### config.mk
export PLATFORM = sky130hd
export DESIGN_NAME = fls_supervisor
export DESIGN_NICKNAME = d
export VERILOG_FILES = /design/src/core/fls_pkg.sv /design/src/core/fls_supervisor.sv
export SDC_FILE = /design/constraint.sdc
export NUM_CORES = 1
export LEC_CHECK = 0
export ABC_AREA = 1
export BUFFER_PORTS_ARGS = -buffer_cell sky130_fd_sc_hd__buf_4
export CORE_MARGIN = 1
export CORE_UTILIZATION = 40
export DETAILED_ROUTE_END_ITERATION = 16
export PLACE_DENSITY_LB_ADDON = 0.2
export SYNTH_ARGS = -nofsm -noshare
export SYNTH_HDL_FRONTEND = slang
export SYNTH_SLANG_ARGS = --single-unit
### constraint.sdc
create_clock -name sys_clk -period 1.7 [get_ports sys_clk]
set_input_delay 0.17 -clock sys_clk [delete_from_list [all_inputs] [get_ports sys_clk]]
set_output_delay 0.17 -clock sys_clk [all_outputs]
set_load 0.005 [all_outputs]
### src/core/fls_pkg.sv
`default_nettype none
package fls_pkg;

  // ----------------------------------------
  // clock and timing
  // ----------------------------------------
  localparam int CLK_HZ = 25_000_000;
  localparam int DELAY_UNIT_MS = 100; // one step of the offline delay setting
  localparam int DELAY_TICK_CYCLES = (CLK_HZ / 1000) * DELAY_UNIT_MS;
  localparam int LED_HALF_MS = 250; // status lamp half period
  localparam int LED_HALF_CYCLES = (CLK_HZ / 1000) * LED_HALF_MS;

  // ----------------------------------------
  // register offsets (byte addresses)
  // ----------------------------------------
  localparam logic [7:0] OFS_MODE_CFG = 8'h00;
  localparam logic [7:0] OFS_OFFLINE_ACTION = 8'h04;
  localparam logic [7:0] OFS_OFFLINE_DELAY = 8'h08;
  localparam logic [7:0] OFS_STATUS = 8'h0C;
  localparam logic [7:0] OFS_IRQ_STATUS = 8'h10;
  localparam logic [7:0] OFS_IRQ_CLEAR = 8'h14;
  localparam logic [7:0] OFS_IRQ_ENABLE = 8'h18;
  localparam logic [7:0] OFS_STATION_HW_ADDR_LOW = 8'h1C;
  localparam logic [7:0] OFS_COMM_FW_VERSION_HIGH = 8'h20;
  localparam logic [7:0] OFS_COMM_FW_VERSION_LOW = 8'h24;

  // ----------------------------------------
  // field values and reset values
  // ----------------------------------------
  localparam logic [3:0] FREQ_SRC_FIELDBUS = 4'hA;
  localparam logic [1:0] ACTION_LATCH = 2'h1;
  localparam logic [1:0] ACTION_AUTO = 2'h2;
  localparam logic [1:0] RST_OFFLINE_ACTION = 2'h1;
  localparam logic [15:0] RST_OFFLINE_DELAY = 16'h0000;
  localparam logic [15:0] RST_FW_VERSION = 16'h0000;
  localparam int NUM_EVENTS = 4;
  localparam int EV_FAULT_SET = 0;
  localparam int EV_FAULT_CLR = 1;
  localparam int EV_LINK_LOST = 2;
  localparam int EV_LINK_BACK = 3;

  // ----------------------------------------
  // types
  // ----------------------------------------
  typedef enum logic [3:0] {
    SUP_OK = 4'b0001,
    SUP_WAIT = 4'b0010,
    SUP_FAULT = 4'b0100,
    SUP_HELD = 4'b1000
  } fls_sup_state_t;

  typedef struct packed {
    logic start;
    logic stop;
    logic reverse;
    logic [15:0] freq;
  } fls_cmd_t;

endpackage
`default_nettype wire

### src/core/fls_supervisor.sv
// Operation
// (RQ1) mode select 1 enters fieldbus control
// (RQ2) fieldbus mode forces frequency source 10
// (RQ3) fieldbus mode ignores reverse inhibit
// (RQ4) fieldbus entry defaults direction forward
// (RQ5) fieldbus mode: commands only from link
// (RQ6) mode select 0 leaves fieldbus control
// (RQ7) mode change acts only after restart
// (RQ8) action 1: show code, reset key ignored
// (RQ9) action 1: fault latched until manual reset
// (RQ10) action 2: fault clears on reconnect
// (RQ11) zero delay: protect at once
// (RQ12) nonzero delay: wait, then protect
// (RQ13) lamp flashes while link not lost
// (RQ14) link loss raises distinct fault
// (RQ15) restore during delay cancels pending protection
//
// The address map and the AHB-Lite interface to the registers were chosen for this implementation.
`timescale 1ns/100ps
`default_nettype none
module fls_supervisor
  import fls_pkg::*;
#(
  parameter int DelayTickCycles = DELAY_TICK_CYCLES,
  parameter int LedHalfCycles = LED_HALF_CYCLES
) (
  // clock and reset
  input wire logic sys_clk,
  input wire logic rst_b,
  // ahb-lite slave
  input wire logic hsel,
  input wire logic [31:0] haddr,
  input wire logic [1:0] htrans,
  input wire logic hwrite,
  input wire logic [2:0] hsize,
  input wire logic [31:0] hwdata,
  input wire logic hready,
  output logic [31:0] hrdata,
  output logic hreadyout,
  output logic hresp,
  // stored mode setting and identity words
  input wire logic storedModeSel,
  input wire logic [15:0] stationHwAddrLow,
  output logic modeSelectStore,
  // fieldbus side
  input wire logic linkUp,
  input wire fls_cmd_t fbCmd,
  // local keypad and terminals
  input wire fls_cmd_t localCmd,
  input wire logic keypadResetKey,
  input wire logic [3:0] localFreqSource,
  input wire logic localReverseInhibit,
  // drive command path and indication
  output fls_cmd_t driveCmd,
  output logic [3:0] mainFreqSource,
  output logic reverseInhibitEff,
  output logic linkLostFault,
  output logic linkLostDisplay,
  output logic linkStatusLed,
  output logic irq
);

  // ----------------------------------------
  // helpers
  // ----------------------------------------
  // only settings 1 and 2 arm the protection
  function automatic logic actionArmed(input logic [1:0] act);
    actionArmed = (act == ACTION_LATCH) || (act == ACTION_AUTO);
  endfunction

  // ----------------------------------------
  // register bus
  // ----------------------------------------
  logic [7:0] wrAddr_reg, wrAddr_next;
  logic wrPend_reg, wrPend_next;
  logic [7:0] rdAddr_reg, rdAddr_next;
  logic rdPend_reg, rdPend_next;
  logic hreadyout_reg, hreadyout_next;
  logic [31:0] hrdata_reg, hrdata_next;
  logic modePend_reg, modePend_next;
  logic [1:0] offlineAction_reg, offlineAction_next;
  logic [15:0] offlineDelay_reg, offlineDelay_next;
  logic [NUM_EVENTS-1:0] irqStatus_reg, irqStatus_next;
  logic [NUM_EVENTS-1:0] irqEnable_reg, irqEnable_next;
  logic [NUM_EVENTS-1:0] irqClear, events;
  logic activeMode_reg, activeMode_next;
  logic captured_reg, captured_next;
  fls_sup_state_t state_reg, state_next;
  logic linkPrev_reg, linkPrev_next;

  logic addrPhase;
  assign addrPhase = hsel && htrans[1] && hready;

  // address phase capture; reads get one wait state so a write just before is seen
  always_comb begin
    wrPend_next = addrPhase && hwrite;
    wrAddr_next = addrPhase ? haddr[7:0] : wrAddr_reg;
    rdPend_next = addrPhase && !hwrite;
    rdAddr_next = addrPhase ? haddr[7:0] : rdAddr_reg;
    hreadyout_next = !(addrPhase && !hwrite);
    hrdata_next = hrdata_reg;
    if (rdPend_reg) begin
      case (rdAddr_reg)
        OFS_MODE_CFG: hrdata_next = {31'h0, modePend_reg};
        OFS_OFFLINE_ACTION: hrdata_next = {30'h0, offlineAction_reg};
        OFS_OFFLINE_DELAY: hrdata_next = {16'h0, offlineDelay_reg};
        OFS_STATUS: hrdata_next = {24'h0, state_reg, linkUp, linkLostFault, captured_reg, activeMode_reg};
        OFS_IRQ_STATUS: hrdata_next = {28'h0, irqStatus_reg};
        OFS_IRQ_ENABLE: hrdata_next = {28'h0, irqEnable_reg};
        OFS_STATION_HW_ADDR_LOW: hrdata_next = {16'h0, stationHwAddrLow};
        OFS_COMM_FW_VERSION_HIGH: hrdata_next = {16'h0, RST_FW_VERSION};
        OFS_COMM_FW_VERSION_LOW: hrdata_next = {16'h0, RST_FW_VERSION};
        default: hrdata_next = 32'h0000_0000; // unmapped and write-only read zero
      endcase
    end
  end

  always_ff @(posedge sys_clk or negedge rst_b) begin
    if (!rst_b) begin
      wrPend_reg <= 1'b0;
      wrAddr_reg <= 8'h00;
      rdPend_reg <= 1'b0;
      rdAddr_reg <= 8'h00;
      hreadyout_reg <= 1'b1;
      hrdata_reg <= 32'h0000_0000;
    end else begin
      wrPend_reg <= wrPend_next;
      wrAddr_reg <= wrAddr_next;
      rdPend_reg <= rdPend_next;
      rdAddr_reg <= rdAddr_next;
      hreadyout_reg <= hreadyout_next;
      hrdata_reg <= hrdata_next;
    end
  end

  // ----------------------------------------
  // configuration registers and mode capture
  // ----------------------------------------
  // the active mode is caught once after reset release; later writes only
  // update the stored copy, which is why a restart is needed
  always_comb begin
    modePend_next = modePend_reg;
    offlineAction_next = offlineAction_reg;
    offlineDelay_next = offlineDelay_reg;
    irqEnable_next = irqEnable_reg;
    irqClear = '0;
    captured_next = 1'b1;
    activeMode_next = activeMode_reg;
    if (!captured_reg) begin
      activeMode_next = storedModeSel; // RQ7
      modePend_next = storedModeSel;
    end else if (wrPend_reg) begin
      case (wrAddr_reg)
        OFS_MODE_CFG: modePend_next = hwdata[0]; // RQ1 RQ6 RQ7
        OFS_OFFLINE_ACTION: offlineAction_next = hwdata[1:0];
        OFS_OFFLINE_DELAY: offlineDelay_next = hwdata[15:0];
        OFS_IRQ_CLEAR: irqClear = hwdata[NUM_EVENTS-1:0];
        OFS_IRQ_ENABLE: irqEnable_next = hwdata[NUM_EVENTS-1:0];
        default: ;
      endcase
    end
  end

  always_ff @(posedge sys_clk or negedge rst_b) begin
    if (!rst_b) begin
      captured_reg <= 1'b0;
      activeMode_reg <= 1'b0;
      modePend_reg <= 1'b0;
      offlineAction_reg <= RST_OFFLINE_ACTION;
      offlineDelay_reg <= RST_OFFLINE_DELAY;
      irqEnable_reg <= '0;
    end else begin
      captured_reg <= captured_next;
      activeMode_reg <= activeMode_next;
      modePend_reg <= modePend_next;
      offlineAction_reg <= offlineAction_next;
      offlineDelay_reg <= offlineDelay_next;
      irqEnable_reg <= irqEnable_next;
    end
  end

  // ----------------------------------------
  // link-loss supervision
  // ----------------------------------------
  logic [31:0] tickCnt_reg, tickCnt_next;
  logic [15:0] unitCnt_reg, unitCnt_next;
  logic delayDone;
  assign delayDone = (unitCnt_reg == offlineDelay_reg);

  always_comb begin
    state_next = state_reg;
    tickCnt_next = 32'h0000_0000;
    unitCnt_next = 16'h0000;
    case (state_reg)
      SUP_OK: begin
        if (activeMode_reg && !linkUp && actionArmed(offlineAction_reg)) begin
          state_next = (offlineDelay_reg == 16'h0000) ? SUP_FAULT : SUP_WAIT; // RQ11 RQ12 RQ14
        end
      end
      SUP_WAIT: begin
        if (linkUp) begin
          state_next = SUP_OK; // RQ15
        end else if (delayDone) begin
          state_next = SUP_FAULT; // RQ12
        end else if (tickCnt_reg == 32'(DelayTickCycles - 1)) begin
          unitCnt_next = unitCnt_reg + 16'h0001;
        end else begin
          tickCnt_next = tickCnt_reg + 32'h0000_0001;
          unitCnt_next = unitCnt_reg;
        end
      end
      SUP_FAULT: begin
        // reset key ignored while the link is down
        if (linkUp) begin
          state_next = (offlineAction_reg == ACTION_AUTO) ? SUP_OK : SUP_HELD; // RQ8 RQ9 RQ10
        end
      end
      SUP_HELD: begin
        if (!linkUp) begin
          state_next = SUP_FAULT;
        end else if (keypadResetKey) begin
          state_next = SUP_OK; // RQ9
        end
      end
      default: state_next = SUP_OK;
    endcase
  end

  always_ff @(posedge sys_clk or negedge rst_b) begin
    if (!rst_b) begin
      state_reg <= SUP_OK;
      tickCnt_reg <= 32'h0000_0000;
      unitCnt_reg <= 16'h0000;
    end else begin
      state_reg <= state_next;
      tickCnt_reg <= tickCnt_next;
      unitCnt_reg <= unitCnt_next;
    end
  end

  // ----------------------------------------
  // command path and indication
  // ----------------------------------------
  logic [31:0] ledCnt_reg, ledCnt_next;
  logic ledOn_reg, ledOn_next;
  logic faultNow;
  fls_cmd_t driveCmd_reg, driveCmd_next;
  logic [3:0] freqSrc_reg, freqSrc_next;
  logic revInh_reg, revInh_next;
  logic fault_reg, fault_next;

  assign faultNow = (state_next == SUP_FAULT) || (state_next == SUP_HELD);

  // a fault forces stop; direction is forward until the mode is captured, then from the link, or from the local command forced forward by reverse inhibit
  always_comb begin
    fault_next = faultNow; // RQ14
    freqSrc_next = activeMode_reg ? FREQ_SRC_FIELDBUS : localFreqSource; // RQ2
    revInh_next = activeMode_reg ? 1'b0 : localReverseInhibit; // RQ3
    driveCmd_next = activeMode_reg ? fbCmd : localCmd; // RQ5
    if (!captured_reg) begin
      driveCmd_next = '0; // RQ4
    end
    if (!activeMode_reg && localReverseInhibit) begin
      driveCmd_next.reverse = 1'b0;
    end
    if (faultNow) begin
      driveCmd_next.start = 1'b0;
      driveCmd_next.stop = 1'b1;
    end
    ledCnt_next = ledCnt_reg + 32'h0000_0001;
    ledOn_next = ledOn_reg;
    if (!linkUp) begin
      ledCnt_next = 32'h0000_0000;
      ledOn_next = 1'b0;
    end else if (ledCnt_reg == 32'(LedHalfCycles - 1)) begin
      ledCnt_next = 32'h0000_0000;
      ledOn_next = !ledOn_reg; // RQ13
    end
  end

  always_ff @(posedge sys_clk or negedge rst_b) begin
    if (!rst_b) begin
      fault_reg <= 1'b0;
      freqSrc_reg <= 4'h0;
      revInh_reg <= 1'b0;
      driveCmd_reg <= '0;
      ledCnt_reg <= 32'h0000_0000;
      ledOn_reg <= 1'b0;
    end else begin
      fault_reg <= fault_next;
      freqSrc_reg <= freqSrc_next;
      revInh_reg <= revInh_next;
      driveCmd_reg <= driveCmd_next;
      ledCnt_reg <= ledCnt_next;
      ledOn_reg <= ledOn_next;
    end
  end

  // ----------------------------------------
  // interrupts
  // ----------------------------------------
  logic irq_reg, irq_next;
  always_comb begin
    linkPrev_next = linkUp;
    events = '0;
    events[EV_FAULT_SET] = faultNow && !fault_reg;
    events[EV_FAULT_CLR] = !faultNow && fault_reg;
    events[EV_LINK_LOST] = linkPrev_reg && !linkUp;
    events[EV_LINK_BACK] = !linkPrev_reg && linkUp;
    irq_next = |(irqStatus_next & irqEnable_next);
  end

  // set beats clear in the same cycle so no event is lost
  genvar gi;
  generate
    for (gi = 0; gi < NUM_EVENTS; gi++) begin : gIrq
      assign irqStatus_next[gi] = events[gi] || (irqStatus_reg[gi] && !irqClear[gi]);
    end
  endgenerate

  always_ff @(posedge sys_clk or negedge rst_b) begin
    if (!rst_b) begin
      irqStatus_reg <= '0;
      irq_reg <= 1'b0;
      linkPrev_reg <= 1'b1; // idle link is up, so no false link-back edge after reset
    end else begin
      irqStatus_reg <= irqStatus_next;
      irq_reg <= irq_next;
      linkPrev_reg <= linkPrev_next;
    end
  end

  // ----------------------------------------
  // outputs
  // ----------------------------------------
  assign hrdata = hrdata_reg;
  assign hreadyout = hreadyout_reg;
  assign hresp = 1'b0; // always okay
  assign modeSelectStore = modePend_reg;
  assign driveCmd = driveCmd_reg;
  assign mainFreqSource = freqSrc_reg;
  assign reverseInhibitEff = revInh_reg;
  assign linkLostFault = fault_reg;
  assign linkLostDisplay = fault_reg; // RQ8 RQ10
  assign linkStatusLed = ledOn_reg;
  assign irq = irq_reg;
endmodule
`default_nettype wire

==> reports/results.txt <==
Residual DRC count: 0
Lkg Pwr: 6.27 nW
Post-Syn Area: 0.00914 mm2
Critical Path Source Type: flop
Top sig layer: met4
Hold Crit Depth: 3
YS warnings: 0
Final period util: 106%
Port Buf Inserts: 137
Fin worst setup slack: -106 ps
Total negative slack: -3090 ps
Routed wl met2: 12,600 um
Layout area overhead: 46.6%
Power Dens Cells: 674 mW/mm2
Inserted Diodes: 0
Count of final setup violators: 56
Mapped Cells: 1,157
CTS tree: done
Final net count: 1,629
Die width: 153 um
Worst Skew: 9.91 ps
Delay of the slowest cell on the worst path: 350 ps
IO Pins: 199
Number of routed nets with antenna violations: 0
Layout cells sized above 1: 35.7%
Hold endpoint: driveCmd[8]
Final std cells w/o fill: 1,782
Min Clock Period, post-route: 1810 ps
Hold slack: 5.99 ps
Placed wire-length estimate: 17,800 um
Worst Path Arrival: 2170 ps
Worst hold path type: in -> reg
Row cnt: 54
Worst slew pin tran: 593 ps
TritonCTS Buffers: 17
Yosys top cell area share: 44.9%
Critical-path top delay cell: dfrtp_1
Wire length on met1: 11,200 um
Initial DRT Pass Iterations: 5
Die Span Y: 153 um
Initial drt markers: 478
CTS clk-pin slew, worst paths: 70 ps
Critical-path cell list: ha_2 -> nand2_2 -> nor2_4 -> buf_6 -> nand3_4 -> nor2_4 -> nand2_4 -> nand2_8 -> buf_12 -> nand3_2 -> o21ai_2
Power Total: 9.03 mW
Crit path required time: 2060 ps
Post-synthesis async set-or-reset flop share: 100%
Post-synth top flop: dfrtp_1
Violated checks: negative setup slack
Seq/Total Area, Yosys: 46.1%
WS Path Type: reg -> reg
RSZ-0062 raised after global routing: true
Hold Crit Start: fbCmd[8]
Initial antenna violation count: 0
Wire length per cell: 14.3 um
Critical Path Sink Type: flop
Synth area leaders: dfrtp_1, nand2_1, nor2_1
Total Routing Usage GR: 21.5%
Top-count cell post-synth: nand2_1
R2r worst-path depth: 11
Worst r2r dst: unitCnt_reg[7]
Max Cap Viol: 0
Pins over their slew limit: 0
Via count: 8,781
Clock latency on the worst-skew pair: 430 ps
Pin count of the biggest net entering global routing: 48
Crit path from: tickCnt_reg[0]
Reg2reg setup slack: -110 ps
Post-Syn Area per Cell: 7.90 um2
Number of synthesized register bits: 168
Core area: 0.0221 mm2
First-pass GRT wire length: 40,600 um
Crit path top cell by count: nor2_4
Synth unique cells: 50
Initial Util: 41.4%
Gpl congestion: 0.909
Synth area leader: dfrtp_1
Placed Cells incl. Taps: 1,683
H-tree depth: 4
Reg2Reg Launch Point: tickCnt_reg[0]
Synth top cells by count: nand2_1, nor2_1, dfrtp_1
CTS sink cnt: 168
Fmax: 0.554 GHz
Max Root-Sink Buffers: 2
Via density: 4.93
Vias in the first global route: 8,560
Total die area: 0.0235 mm2
DR WL met3: 1200 um
Status: finished with violations
Global route overflow: 0
Final hold vios: 0
EDFF count, synth: 0
WL final: 25,600 um
Worst Path Max Fanout: 8
Clock root buffer: clkbuf_16
Peak VDD IR: 594 uV
Slew HR: 60.4%
layout by cell type, fill, tap and decap left out, types with 18 or more instances in the layout:
master,instances
buf_4,264
nand2_1,232
dfrtp_1,161
nor2_1,154
inv_1,96
o21ai_0,56
dlygate4sd3_1,48
nor3_1,36
a21oi_1,33
xor2_1,33
inv_2,31
nor2_4,31
nand3_1,29
nand4_1,26
nor3_2,24
nand2_2,20
clkbuf_16,20
nor2_2,18
conb_1,18
worst max-delay path by stage:
stage	endpoint	cells after the start
finish	unitCnt_reg[7]	11
global route	ledCnt_reg[20]	11
CTS	irq	11
detailed placement	irq	11
global placement	unitCnt_reg[4]	8
floorplan	irq	12
metrics by stage:
| stage | utilization [%] | setup slack, ps | cell area [um2] |
|---|---|---|---|
| floorplan | - | 3.04 | 9200 |
| global placement | 51.7 | -131 | 11400 |
| detailed placement | 51.7 | -196 | 11400 |
| CTS | 57.0 | -75.4 | 12600 |
| global route | 60.7 | -233 | 13400 |
| finish | 60.7 | -106 | 13400 |
routing by layer:
layer / track usage (%) / vias to the layer above
met5: 0 / -
met4: 6.11 / 0
met3: 4.62 / 48
met2: 35.9 / 233
met1: 28.0 / 4122
li1: - / 4378
kinds of logic (layout without fill, tap and decap cells):
| logic type | count (synthesis) | count (layout) | share of synthesized area [%] |
|---|---|---|---|
| xor+xnor | 38 | 38 | 3.64 |
| mux | 2 | 2 | 0.246 |
| other cells | 2 | 18 | 0.0822 |
| compound gates | 131 | 131 | 8.13 |
| flops | 168 | 168 | 46.1 |
| buf+inv | 175 | 503 | 8.51 |
| fa+ha+maj | 4 | 4 | 0.548 |
| simple gates | 637 | 638 | 32.8 |
where the power goes:
group	leakage, nW	internal, mW	switching (mW)
Clock	0.274	2.08	1.82
Combinational	3.84	0.471	0.453
Sequential	2.16	4.14	0.0692
worst max-delay path: cells and delay by family (launching register included):
kind	cells	cell delay, ps
AO/OA/AOI/OAI	1	60
AND/OR/NAND/NOR	7	820
adder cells (fa/ha/maj)	1	180
buffers and inverters	2	300
flip-flops	1	350
layout make-up:
class,count,area (um2)
fill,1854,8690
multi-input combinational,831,4870
sequential,168,4210
timing repair buffer,339,2880
inverter,132,508
clock buffer,17,425
tap,280,350
clock inverter,15,158
timing repair:
| action | 4_1_cts | 5_1_grt |
|---|---|---|
| cloned | 0 | 4 |
| setup endpoints to repair | 57 | 95 |
| endpoints found under the hold margin | 78 | 0 |
| buffers inserted | 3 | 12 |
| hold buffers | 48 | 0 |
| resized for setup | 22 | 168 |
| pin swaps | 9 | 51 |
No activity file was read; power rests on OpenSTA's default activity.
